--- src/nibble_core_pkg.sv ---
// constants shared by the nibble execution block and its testbench
// assumes a 32-bit classic wishbone register bus with byte addresses
package nibble_core_pkg;

  // data path widths
  localparam int unsigned NIBBLE_W   = 4;       // accumulator and ram word width
  localparam int unsigned RAM_DEPTH  = 16;      // nibbles reachable by the data pointer
  localparam int unsigned ADR_W      = 8;       // decoded low address bits

  // register byte addresses
  localparam logic [7:0] INSTR_ADDR  = 8'h00;   // write: issue one instruction
  localparam logic [7:0] ACC_ADDR    = 8'h04;   // accumulator
  localparam logic [7:0] CARRY_ADDR  = 8'h08;   // carry flag in bit 0
  localparam logic [7:0] DPTR_ADDR   = 8'h0c;   // data pointer
  localparam logic [7:0] STATUS_ADDR = 8'h10;   // read-only core state
  localparam logic [7:0] WAKE_ADDR   = 8'h14;   // write: leave power-down
  localparam logic [7:0] RAM_BASE    = 8'h40;   // ram window, one nibble per word
  localparam logic [7:0] RAM_MASK    = 8'hc3;   // bits that must match for a ram hit

  // instruction word layout
  localparam int unsigned OPC_LSB    = 0;       // opcode field low bit
  localparam int unsigned IMM_LSB    = 4;       // immediate field low bit

  // status word bit positions
  localparam int unsigned ST_SKIP    = 0;       // next instruction will be skipped
  localparam int unsigned ST_ARMED   = 1;       // power-down instructions armed
  localparam int unsigned ST_MODE    = 2;       // two-bit mode field
  localparam int unsigned ST_WDT     = 4;       // watchdog stop enabled
  localparam int unsigned ST_VDROP   = 5;       // voltage detector kept in power-down
  localparam int unsigned ST_HV      = 6;       // high-voltage variant present

  // reset values
  localparam logic [3:0] ACC_RST     = 4'h0;
  localparam logic [3:0] DPTR_RST    = 4'h0;
  localparam logic [3:0] RAM_RST     = 4'h0;

  // instruction codes carried in the instruction word
  typedef enum logic [3:0] {
    OP_NOP                     = 4'h0,
    OP_ADD_IMM                 = 4'h1,
    OP_ADD_MEMORY              = 4'h2,
    OP_ADD_MEMORY_CARRY        = 4'h3,
    OP_AND_MEMORY              = 4'h4,
    OP_CLOCK_RUN_SLEEP         = 4'h5,
    OP_RAM_BACKUP_SLEEP        = 4'h6,
    OP_SLEEP_ARM               = 4'h7,
    OP_WATCHDOG_STOP_ENABLE    = 4'h8,
    OP_VOLTAGE_DROP_KEEP       = 4'h9
  } opcode_e;

  // core operating modes
  typedef enum logic [1:0] {
    MODE_RUN        = 2'b00,
    MODE_CLOCK_RUN  = 2'b01,
    MODE_RAM_BACKUP = 2'b10
  } mode_e;

endpackage : nibble_core_pkg

--- src/nibble_alu_if.sv ---
// signals between the execution block and its nibble arithmetic unit
// assumes both ends share one clock; the unit is purely combinational
`timescale 1ns/1ps
interface nibble_alu_if;
  logic [3:0] acc;        // accumulator operand
  logic [3:0] operand;    // immediate or pointed ram nibble
  logic       carry_in;   // carry added into bit 0
  logic       do_and;     // bitwise and instead of add
  logic [3:0] result;     // value for the accumulator
  logic       carry_out;  // carry out of bit 3

  modport core (output acc, operand, carry_in, do_and, input result, carry_out);
  modport alu  (input acc, operand, carry_in, do_and, output result, carry_out);
endinterface : nibble_alu_if

--- src/nibble_alu.sv ---
// nibble adder and and-gate for the accumulator instructions
// assumes operands arrive settled from the execution block each cycle
`timescale 1ns/1ps
module nibble_alu (
  nibble_alu_if.alu bus
);
  logic [4:0] sum;  // five-bit sum keeps the carry out of bit 3

  // sum taken modulo sixteen, overflow is bit 4
  assign sum           = {1'b0, bus.acc} + {1'b0, bus.operand} + {4'h0, bus.carry_in};
  assign bus.result    = bus.do_and ? (bus.acc & bus.operand) : sum[3:0];
  assign bus.carry_out = bus.do_and ? 1'b0 : sum[4];
endmodule : nibble_alu

--- src/nibble_exec.sv ---
// accumulator instruction execution and power-down control of a 4-bit core
// assumes a classic wishbone master on clk_i and a synchronous reset
`timescale 1ns/1ps

// Behaviour
// - add-immediate adds nibble constant into accumulator
// - add-immediate skips next when no overflow
// - add-immediate keeps carry flag
// - add-memory adds pointed ram nibble to accumulator
// - add-memory keeps carry, never skips
// - add-memory-carry sums all three, loads carry
// - and-memory masks accumulator, keeps carry, no skip
// - clock-run sleep stops core, clock running
// - ram-backup sleep stops core, ram retained
// - power-down acts only after arming instruction
// - watchdog stop enable set only by instruction
// - voltage-drop keep only on high-voltage variant
module nibble_exec #(
  parameter bit HIGH_VOLTAGE_VARIANT = 1'b1   // enables the voltage-drop keep instruction
) (
  input  wire logic        clk_i,
  input  wire logic        rst_i,
  input  wire logic        cyc_i,
  input  wire logic        stb_i,
  input  wire logic        we_i,
  input  wire logic [31:0] adr_i,
  input  wire logic [3:0]  sel_i,
  input  wire logic [31:0] dat_i,
  output logic      [31:0] dat_o,
  output logic             ack_o,
  output logic             core_stopped_o,
  output logic             ram_backup_o,
  output logic             watchdog_stop_enable_o,
  output logic             voltage_drop_keep_o
);

  // architectural state
  logic [3:0]                 acc;           // accumulator
  logic                       carry_flag;    // carry flag
  logic [3:0]                 data_pointer;  // ram nibble address
  logic                       skip;          // next instruction becomes a nop
  logic                       armed;         // power-down instructions valid
  logic                       wdt_stop_en;   // watchdog may be stopped
  logic                       vdrop_keep;    // detector stays on in power-down
  nibble_core_pkg::mode_e     mode;          // run or one of the power-down modes
  logic [3:0]                 ram [nibble_core_pkg::RAM_DEPTH]; // data ram
  logic                       ack;           // wishbone acknowledge
  logic [31:0]                rd_data;       // registered read data

  // bus decode
  logic [7:0]                 adr;           // decoded address bits
  logic                       req;           // cycle and strobe together
  logic                       wr_hit;        // write taking effect this edge
  logic                       hit_instr;     // instruction register selected
  logic                       hit_acc;       // accumulator selected
  logic                       hit_carry;     // carry register selected
  logic                       hit_dptr;      // data pointer selected
  logic                       hit_status;    // status register selected
  logic                       hit_wake;      // wake register selected
  logic                       hit_ram;       // ram window selected
  logic [3:0]                 ram_idx;       // ram word under the bus address

  // instruction decode
  nibble_core_pkg::opcode_e   opc;           // opcode from the written word
  logic [3:0]                 imm;           // immediate constant field
  logic                       running;       // core executes instructions
  logic                       issue;         // instruction written while running
  logic                       exec;          // issued and not skipped
  logic                       is_add_imm;    // add immediate executing
  logic                       is_add_mem;    // add memory executing
  logic                       is_add_memc;   // add memory with carry executing
  logic                       is_and_mem;    // and memory executing
  logic                       is_arith;      // any accumulator instruction
  logic                       is_clk_sleep;  // clock-run sleep executing
  logic                       is_ram_sleep;  // ram-backup sleep executing
  logic [3:0]                 pointed_ram_nibble; // ram word at the data pointer

  // next values
  logic [3:0]                 next_acc;
  logic                       next_carry;
  logic [3:0]                 next_dptr;
  logic                       next_skip;
  logic                       next_armed;
  nibble_core_pkg::mode_e     next_mode;
  logic [31:0]                next_rd_data;
  logic [31:0]                status_word;

  nibble_alu_if alu_bus ();

  // arithmetic unit shared by all accumulator instructions
  nibble_alu u_alu (
    .bus (alu_bus)
  );

  // ---- wishbone decode ----
  assign adr        = adr_i[7:0];
  assign req        = cyc_i & stb_i;
  // writes land on the edge where the master samples ack high
  assign wr_hit     = req & we_i & ack & sel_i[0];
  assign hit_instr  = adr == nibble_core_pkg::INSTR_ADDR;
  assign hit_acc    = adr == nibble_core_pkg::ACC_ADDR;
  assign hit_carry  = adr == nibble_core_pkg::CARRY_ADDR;
  assign hit_dptr   = adr == nibble_core_pkg::DPTR_ADDR;
  assign hit_status = adr == nibble_core_pkg::STATUS_ADDR;
  assign hit_wake   = adr == nibble_core_pkg::WAKE_ADDR;
  assign hit_ram    = (adr & nibble_core_pkg::RAM_MASK) == nibble_core_pkg::RAM_BASE;
  assign ram_idx    = adr[5:2];

  // ---- instruction decode ----
  assign opc     = nibble_core_pkg::opcode_e'(dat_i[nibble_core_pkg::OPC_LSB +: 4]);
  assign imm     = dat_i[nibble_core_pkg::IMM_LSB +: 4];
  // a stopped core ignores instruction writes
  assign running = mode == nibble_core_pkg::MODE_RUN;
  assign issue   = wr_hit & hit_instr & running;
  // a skipped instruction is fetched but does nothing
  assign exec    = issue & ~skip;

  assign is_add_imm   = exec & (opc == nibble_core_pkg::OP_ADD_IMM);
  assign is_add_mem   = exec & (opc == nibble_core_pkg::OP_ADD_MEMORY);
  assign is_add_memc  = exec & (opc == nibble_core_pkg::OP_ADD_MEMORY_CARRY);
  assign is_and_mem   = exec & (opc == nibble_core_pkg::OP_AND_MEMORY);
  assign is_arith     = is_add_imm | is_add_mem | is_add_memc | is_and_mem;
  assign is_clk_sleep = exec & (opc == nibble_core_pkg::OP_CLOCK_RUN_SLEEP);
  assign is_ram_sleep = exec & (opc == nibble_core_pkg::OP_RAM_BACKUP_SLEEP);

  assign pointed_ram_nibble = ram[data_pointer];

  // ---- arithmetic operands ----
  assign alu_bus.acc      = acc;
  // immediate for add-immediate, pointed ram nibble otherwise
  assign alu_bus.operand  = is_add_imm ? imm : pointed_ram_nibble;
  assign alu_bus.carry_in = is_add_memc & carry_flag;
  assign alu_bus.do_and   = is_and_mem;

  // accumulator: instruction result wins over a direct bus write
  assign next_acc = is_arith                    ? alu_bus.result
                  : (wr_hit & hit_acc & ~issue) ? dat_i[3:0]
                  :                               acc;

  // only add-memory-with-carry and a carry register write touch the carry flag
  assign next_carry = is_add_memc                 ? alu_bus.carry_out
                    : (wr_hit & hit_carry)        ? dat_i[0]
                    :                               carry_flag;

  assign next_dptr = (wr_hit & hit_dptr) ? dat_i[3:0] : data_pointer;

  // add-immediate without overflow skips; any issued word consumes a skip
  assign next_skip = is_add_imm ? ~alu_bus.carry_out
                   : issue      ? 1'b0
                   :              skip;

  // arming holds until a power-down instruction uses it
  assign next_armed = (exec & (opc == nibble_core_pkg::OP_SLEEP_ARM)) ? 1'b1
                    : ((is_clk_sleep | is_ram_sleep) & armed)         ? 1'b0
                    :                                                   armed;

  // mode selection: armed power-down enters, wake write leaves
  always_comb begin
    next_mode = mode;
    case (mode)
      nibble_core_pkg::MODE_RUN: begin
        if (is_clk_sleep & armed) begin
          next_mode = nibble_core_pkg::MODE_CLOCK_RUN;
        end else if (is_ram_sleep & armed) begin
          next_mode = nibble_core_pkg::MODE_RAM_BACKUP;
        end
      end
      nibble_core_pkg::MODE_CLOCK_RUN,
      nibble_core_pkg::MODE_RAM_BACKUP: begin
        if (wr_hit & hit_wake) begin
          next_mode = nibble_core_pkg::MODE_RUN;
        end
      end
      default: begin
        next_mode = nibble_core_pkg::MODE_RUN;
      end
    endcase
  end

  // status word seen by software
  always_comb begin
    status_word = 32'h0;
    status_word[nibble_core_pkg::ST_SKIP]       = skip;
    status_word[nibble_core_pkg::ST_ARMED]      = armed;
    status_word[nibble_core_pkg::ST_MODE +: 2]  = mode;
    status_word[nibble_core_pkg::ST_WDT]        = wdt_stop_en;
    status_word[nibble_core_pkg::ST_VDROP]      = vdrop_keep;
    status_word[nibble_core_pkg::ST_HV]         = HIGH_VOLTAGE_VARIANT;
  end

  // read mux; unmapped addresses read zero
  assign next_rd_data = hit_acc    ? {28'h0, acc}
                      : hit_carry  ? {31'h0, carry_flag}
                      : hit_dptr   ? {28'h0, data_pointer}
                      : hit_status ? status_word
                      : hit_ram    ? {28'h0, ram[ram_idx]}
                      :              32'h0;

  // ---- bus handshake: ack one cycle after the request, for one cycle ----
  always_ff @(posedge clk_i) begin
    if (rst_i) begin
      ack     <= 1'b0;
      rd_data <= 32'h0;
    end else begin
      ack     <= req & ~ack;
      rd_data <= next_rd_data;
    end
  end

  // ---- core registers ----
  always_ff @(posedge clk_i) begin
    if (rst_i) begin
      acc          <= nibble_core_pkg::ACC_RST;
      carry_flag   <= 1'b0;
      data_pointer <= nibble_core_pkg::DPTR_RST;
      skip         <= 1'b0;
      armed        <= 1'b0;
      mode         <= nibble_core_pkg::MODE_RUN;
    end else begin
      acc          <= next_acc;
      carry_flag   <= next_carry;
      data_pointer <= next_dptr;
      skip         <= next_skip;
      armed        <= next_armed;
      mode         <= next_mode;
    end
  end

  // ---- enables that only an instruction can set, only reset clears ----
  always_ff @(posedge clk_i) begin
    if (rst_i) begin
      wdt_stop_en <= 1'b0;
      vdrop_keep  <= 1'b0;
    end else begin
      if (exec & (opc == nibble_core_pkg::OP_WATCHDOG_STOP_ENABLE)) begin
        wdt_stop_en <= 1'b1;
      end
      // the low-voltage variant treats this instruction as a nop
      if (exec & (opc == nibble_core_pkg::OP_VOLTAGE_DROP_KEEP) & HIGH_VOLTAGE_VARIANT) begin
        vdrop_keep <= 1'b1;
      end
    end
  end

  // ---- data ram: kept in every mode, written from the bus ----
  always_ff @(posedge clk_i) begin
    if (rst_i) begin
      for (int i = 0; i < nibble_core_pkg::RAM_DEPTH; i++) begin
        ram[i] <= nibble_core_pkg::RAM_RST;
      end
    end else if (wr_hit & hit_ram) begin
      ram[ram_idx] <= dat_i[3:0];
    end
  end

  // ---- outputs ----
  assign dat_o                  = rd_data;
  assign ack_o                  = ack;
  assign core_stopped_o         = mode != nibble_core_pkg::MODE_RUN;
  assign ram_backup_o           = mode == nibble_core_pkg::MODE_RAM_BACKUP;
  assign watchdog_stop_enable_o = wdt_stop_en;
  assign voltage_drop_keep_o    = vdrop_keep;
endmodule : nibble_exec

--- config.mk ---
export PLATFORM = sky130hd
export DESIGN_NAME = nibble_exec
export DESIGN_NICKNAME = d
export VERILOG_FILES = /design/src/nibble_core_pkg.sv /design/src/nibble_alu_if.sv /design/src/nibble_alu.sv /design/src/nibble_exec.sv
export SDC_FILE = /design/constraint.sdc
export NUM_CORES = 1
export LEC_CHECK = 0
export ABC_AREA = 1
export BUFFER_PORTS_ARGS = -buffer_cell sky130_fd_sc_hd__buf_2
export CORE_MARGIN = 1.5
export CORE_UTILIZATION = 50
export DETAILED_ROUTE_END_ITERATION = 10
export PLACE_DENSITY = 0.77
export REMOVE_ABC_BUFFERS = 1
export SKIP_CTS_REPAIR_TIMING = 1
export SLEW_MARGIN = 0
export SYNTH_ARGS = -nofsm -noshare
export SYNTH_HDL_FRONTEND = slang
export SYNTH_HIERARCHICAL = 1
export SYNTH_SLANG_ARGS = --single-unit
--- constraint.sdc ---
create_clock -name clk_i -period 2.72 [get_ports clk_i]
set_input_delay 0.272 -clock clk_i [delete_from_list [all_inputs] [get_ports clk_i]]
set_output_delay 0.272 -clock clk_i [all_outputs]
set_load 0.01 [all_outputs]
# [Word-level counts from Yosys, hierarchy flattened]
# Memories as Yosys holds them, arrays and structs flattened. A register that Yosys moved wholly into a read port is not among the register bits.
# Index checks and enable logic that the tools add are counted.
[word_totals] ff_bits=48 mem_bits_rw=64 in_bits=73 out_inout_bits=37 wordCells=112 mem_count=1
[op_classes] add_sub_neg=2 eq_ne=19 mux=30 bitwise=36 reduce_logical=12
[mem_list] memory="ram" depth=16 word_bits=4 read_ports=2 rd_ports_with_merged_regs=1 wr=16 line="nibble_exec.sv:46" text="logic [3:0] ram [nibble_core_pkg::RAM_DEPTH];"
[ops] op="4-bit 2-to-1 mux" n=12
[ops] op="1-bit bitwise AND" n=27
[ops] op="4-bit by 3-bit equality test with 1-bit output, second input constant" n=5
[ops] op="8-bit by 4-bit equality test with 1-bit output, second input constant" n=2
[ops] op="8-bit by 5-bit equality test with 1-bit output, second input constant" n=2
[ops] op="1-bit 2-to-1 mux" n=13
[ops] op="2-bit nonzero test" n=5
[ops] op="4-bit by 2-bit equality test with 1-bit output, second input constant" n=2
[ops] op="4-bit equality test, second input constant" n=2
[ops] op="8-bit by 3-bit equality test with 1-bit output, second input constant" n=1
[ops] op="8-bit logical NOT" n=1
[ops] op="4-bit OR reduction" n=2
[ops] op="7-bit 2-to-1 mux" n=1
[ops] op="2-bit 2-to-1 mux" n=3
[ops] op="4-bit by 4-bit adder with 5-bit output" n=1
[ops] op="5-bit by 1-bit adder with 5-bit output" n=1
[ops] op="5-bit OR reduction" n=1
[ops] op="4-bit bitwise AND" n=1
[ops] op="4-bit by 1-bit equality test with 1-bit output, second input constant" n=1
[ops] op="1-bit NOT" n=4
[ops] op="1-bit OR" n=4
[ops] op="2-bit one-hot mux with 2 select lines" n=1
[ops] op="3-bit by 1-bit inequality test with 1-bit output, second input constant" n=1
[ops] op="2-bit by 1-bit equality test with 1-bit output, second input constant" n=1
[ops] op="other kinds (5)" n=5

# [Depth between registers and ports, before layout]
[depth] word_depth=14 mapped_depth=19 mapped_depth_nobuf=18

# [Hierarchy]
# The synthesis kept the hierarchy.
[modules_own_cells] mod="nibble_exec" n_inst=1 cells_per_inst=672 area_each_um2=5144.9 seq_area_each_um2=2462.4
[modules_own_cells] mod="nibble_alu" n_inst=1 cells_per_inst=34 area_each_um2=211.5 seq_area_each_um2=0.0

# [Worst setup path after synthesis]
# Ideal clock, no wire load.
[synth_timing] path_type="reg-to-reg" startpoint="reg ack (netlist: ack_o)" endpoint="reg carry_flag" setup_ps=132 arrival_time_ps=2782 t_required_ps=2588 path_slack_ps=-195 path_stages_with_launch=19 path_buffers=1 synth_period_minus_slack_ps=2915 path_cell_list="dfxtp_1 > nand3_1 > nor2_2 > buf_2 > nand4_1 > nor2_1 > inv_1 > nand2_1 > nand2_1 > fa_1 > fa_1 > nand2_2 > a21oi_2 > nor2_1 > nor2_1 > inv_1 > nand4_1 > nand3_1 > a21oi_1"
[synth_between] elab_chain_len=11 word_cells_on_any_way=16 cone_classes="add/sub (2); mux (3); bitwise (10); reduce/logical (1)"
[synth_lines] element="from (decl)" line="nibble_exec.sv:47" text="logic ack;"
[synth_lines] element="from (signal assigned)" line="nibble_exec.sv:205" text="ack <= req & ~ack;"
[synth_lines] element="1-bit bitwise AND (2 in series)" line="nibble_exec.sv:99" text="assign wr_hit = req & we_i & ack & sel_i[0];"
[synth_lines] element="1-bit bitwise AND (2 in series)" line="nibble_exec.sv:114" text="assign issue = wr_hit & hit_instr & running;"
[synth_lines] element="1-bit bitwise AND" line="nibble_exec.sv:116" text="assign exec = issue & ~skip;"
[synth_lines] element="1-bit bitwise AND" line="nibble_exec.sv:118" text="assign is_add_imm = exec & (opc == nibble_core_pkg::OP_ADD_IMM);"
[synth_lines] element="4-bit 2-to-1 mux" line="nibble_exec.sv:131" text="assign alu_bus.operand = is_add_imm ? imm : pointed_ram_nibble;"
[synth_lines] element="via alu_bus.operand[0]" line="nibble_alu_if.sv:6" text="logic [3:0] operand;"
[synth_lines] element="4-bit by 4-bit adder with 5-bit output" line="nibble_alu.sv:10" text="assign sum = {1'b0, bus.acc} + {1'b0, bus.operand} + {4'h0, bus.carry_in};"
[synth_lines] element="5-bit by 1-bit adder with 5-bit output" line="nibble_alu.sv:10"
[synth_lines] element="1-bit 2-to-1 mux" line="nibble_alu.sv:12" text="assign bus.carry_out = bus.do_and ? 1'b0 : sum[4];"
[synth_lines] element="via alu_bus.carry_out" line="nibble_alu_if.sv:10" text="logic carry_out;"
[synth_lines] element="1-bit 2-to-1 mux" line="nibble_exec.sv:141" text="assign next_carry = is_add_memc ? alu_bus.carry_out"
[synth_lines] element="to (signal assigned)" line="nibble_exec.sv:221" text="carry_flag <= next_carry;"
[synth_lines] element="to (decl)" line="nibble_exec.sv:39" text="logic carry_flag;"
# The timed path passes the listed nets, and every way through them passes these cells.
# A chain may end at the register's enable or synchronous reset.

==> run metrics <==
DRC viols 0; worst min-delay path category input port to flip-flop; nets@finish 852; global-route wire length before repair 23900 um; status complete, no violations; Synth async-reset ratio 0%; GR met2 Demand/Resource 44.7%; most numerous cell in the Yosys netlist nand2_1; 1st-iter DRT viols 622; number of flops mapped to enable cells by yosys 64; post-route ant nets 0; Core Area 0.0104 mm2; YS warnings 6; fillers 953; clock sink count 91; Final period util 97.8%; placed cell area 0.00581 mm2; vias in the first global route 4863; design area 0.00612 mm2; Worst-Skew Late Latency 0.38 ns; First-pass DRT Iterations 9; r2r worst-path depth 18; initial antenna violation count 0; Max Cap Viol 0; Peak VDD IR 233 uV; Chip Height 107 um; crit-path cells inv_2, buf_4, buf_4, o21ai_0, o21ai_0, o21ai_1, o22ai_1, nand2_1, nand2_1, ha_1, a21oi_1, nand3_1, nand3_1, nand2_1, inv_1, nor2_1, nor2_1, nor2_1; Row Count 37; R2R setup slack 0.06 ns; CP Capture Type flip-flop; measured slew at the worst slew-check pin 0.717 ns; syn avg cell area 7.59 um2; met1 Use GR 36.0%; Worst Setup EP acc[3]$_SDFFE_PP0P_; Final Hold Viols 0; Area Growth Syn to Fin 14.3%; Setup Skew 0.0189 ns; layout cell share with drive strength beyond 1 17.5%; WL final 15200 um; Vias 5067; Slew Limit Fails 0; critical path launch point type flip-flop; Gate Count Post-Synth 706; Main synth FF type edfxtp_1; Setup Crit Path Kind flip-flop to flip-flop; P_leak 2.71 nW; initial cell density of the core 51.7%; area leader, netlist edfxtp_1; top cells by area, synth edfxtp_1 (36%), nand2_1 (13%), dfxtp_1 (10%); worst endpoint data arrival time 2.93 ns; # H-tree levels 3; Synth top area share 35.9%; die area 0.0113 mm2; # port buffers 33; clock-pin slew of the registers on the worst-case setup and hold paths 0.09 ns; worst relative slew slack 51.9%; critical path required time 2.99 ns; fin crit period 2.66 ns; PwrDens 452 mW/mm2; Setup TNS 0 ns; final setup violation count 0; RSZ-0062 raised after global routing yes; worst-path maximum fanout 7; Tot GR Track Use 27.7%; Netlist cell types 35; met3 Track Usage GR 5.64%; Num CTS Buffers 9; n_diodes 0; die width 107 um; grt peak-use layer met2; #FFs+latches synth 91; total gr overflow 0; xor-xnor portion of the synthesized cell area 0%; Post-synth top cells nand2_1 (179), nor2_1 (137), o21ai_0 (65), edfxtp_1 (64), inv_1 (54); post-synthesis compound-gate area fraction 10.6%; slowest stage delay, CP 0.35 ns; CTS tree built; register area share after synthesis 46.0%; cell at the slowest stage of the critical path dfxtp_2; adder-cell area share of the yosys netlist 2.15%; largest net degree at the start of global routing 37; Fmax achieved 376 MHz; post-synthesis simple-gate area fraction 31.2%; GPL Wtd Cong 0.978; largest family of logic cells by synthesized area simple AND/OR/NAND/NOR gates; RR Endpoint acc[3]$_SDFFE_PP0P_; CTS Buffer Depth 2; Mapped Area 0.00536 mm2; DR WL/cell 16.6 um; post-DP HPWL 10800 um; num ports 110; CTS root buf clkbuf_8; Vias/cell 5.56; post-synthesis mux area share 0%
metrics by stage:
step / utilization (%) / hold slack (ns) / setup WS [ns] / cells / total power, mW
final: 59.0 / 0.164 / 0.0610 / 912 / 2.77
after global routing: 59.0 / 0.160 / -0.127 / 912 / 2.86
after CTS: 58.1 / 0.158 / -0.204 / 910 / 2.76
after detailed placement: 56.1 / 0.452 / -0.177 / 894 / 1.80
after global placement: 56.1 / 0.432 / -0.0856 / 894 / 1.80
after floorplan: - / 0.341 / -0.675 / 680 / 1.68
layout make-up:
type / instances / area (um2) / area share (%)
clock buffer: 13 / 170 / 2.78
clock inverter: 3 / 43.8 / 0.715
inverter: 62 / 233 / 3.80
multi-input combinational: 527 / 2500 / 40.9
sequential: 91 / 2460 / 40.2
tap: 136 / 170 / 2.78
timing repair buffer: 80 / 538 / 8.79
routing by layer:
| layer | share of wire (%) | up-vias | wire length (um) |
|---|---|---|---|
| li1 | - | 2408 | - |
| met1 | 39 | 2338 | 5920 |
| met2 | 48 | 281 | 7360 |
| met3 | 10 | 40 | 1550 |
| met4 | 2.4 | 0 | 359 |
| met5 | 0 | - | 0 |
cells by family after synthesis:
kind of cell	count (synthesis)
simple gates	388
buf+inv	112
compound gates	106
flops	91
fa+ha+maj	8
other cells	1
power breakdown:
| group | leakage (nW) | internal (mW) | switching (mW) | total [mW] |
|---|---|---|---|---|
| sequential | 0.885 | 1.51 | 0.0201 | 1.53 |
| combinational | 1.72 | 0.0702 | 0.184 | 0.255 |
| clock | 0.109 | 0.507 | 0.476 | 0.983 |
| total | 2.71 | 2.08 | 0.681 | 2.77 |
worst max-delay path, delay by kind of cell, from the launching register on:
family	cells	cell delay [ns]
buffers and inverters	4	0.46
AND/OR/NAND/NOR	8	0.56
flip-flops	1	0.35
adder cells (fa/ha/maj)	1	0.28
AO/OA/AOI/OAI	5	0.91
how the worst min path moves through the flow:
stage                     slack [ns]                       to  depth (start not counted)        startpoint
final                           0.16         ack_o$_SDFF_PP0_                          3             stb_i
after global routing            0.16         ack_o$_SDFF_PP0_                          3             stb_i
after detailed placement        0.45         ack_o$_SDFF_PP0_                          1  ack_o$_SDFF_PP0_
after CTS                       0.16         ack_o$_SDFF_PP0_                          3             stb_i
after floorplan                 0.34  carry_flag$_SDFFE_PP0P_                          1             rst_i
after global placement          0.43         ack_o$_SDFF_PP0_                          1  ack_o$_SDFF_PP0_
layout by cell type (no fill, tap or decap), types with 3 or more instances in the layout:
cell,n
buf_4,44
dfxtp_1,26
inv_1,50
ha_1,5
o21ai_2,3
o21ai_1,7
edfxtp_1,64
nand3_1,28
nand3_2,3
inv_2,8
nor2_4,5
nor2_1,134
o21ai_0,55
nand4_1,17
a21oi_1,23
nand2_2,4
conb_1,25
o221ai_1,4
nand2_1,177
clkinv_1,4
nor2_2,6
buf_2,33
o22ai_1,9
nor3_1,6
clkbuf_8,10
state kept, by name, summed over array words and instances (netlist names), named ones only:
register and count:
watchdog_stop_enable_o 1, acc 4, armed 1, voltage_drop_keep_o 1, dat_o 7, ack_o 1
ram 64, carry_flag 1, data_pointer 4, skip 1, mode 2
Note: power is estimated with default switching activity, not from simulation.
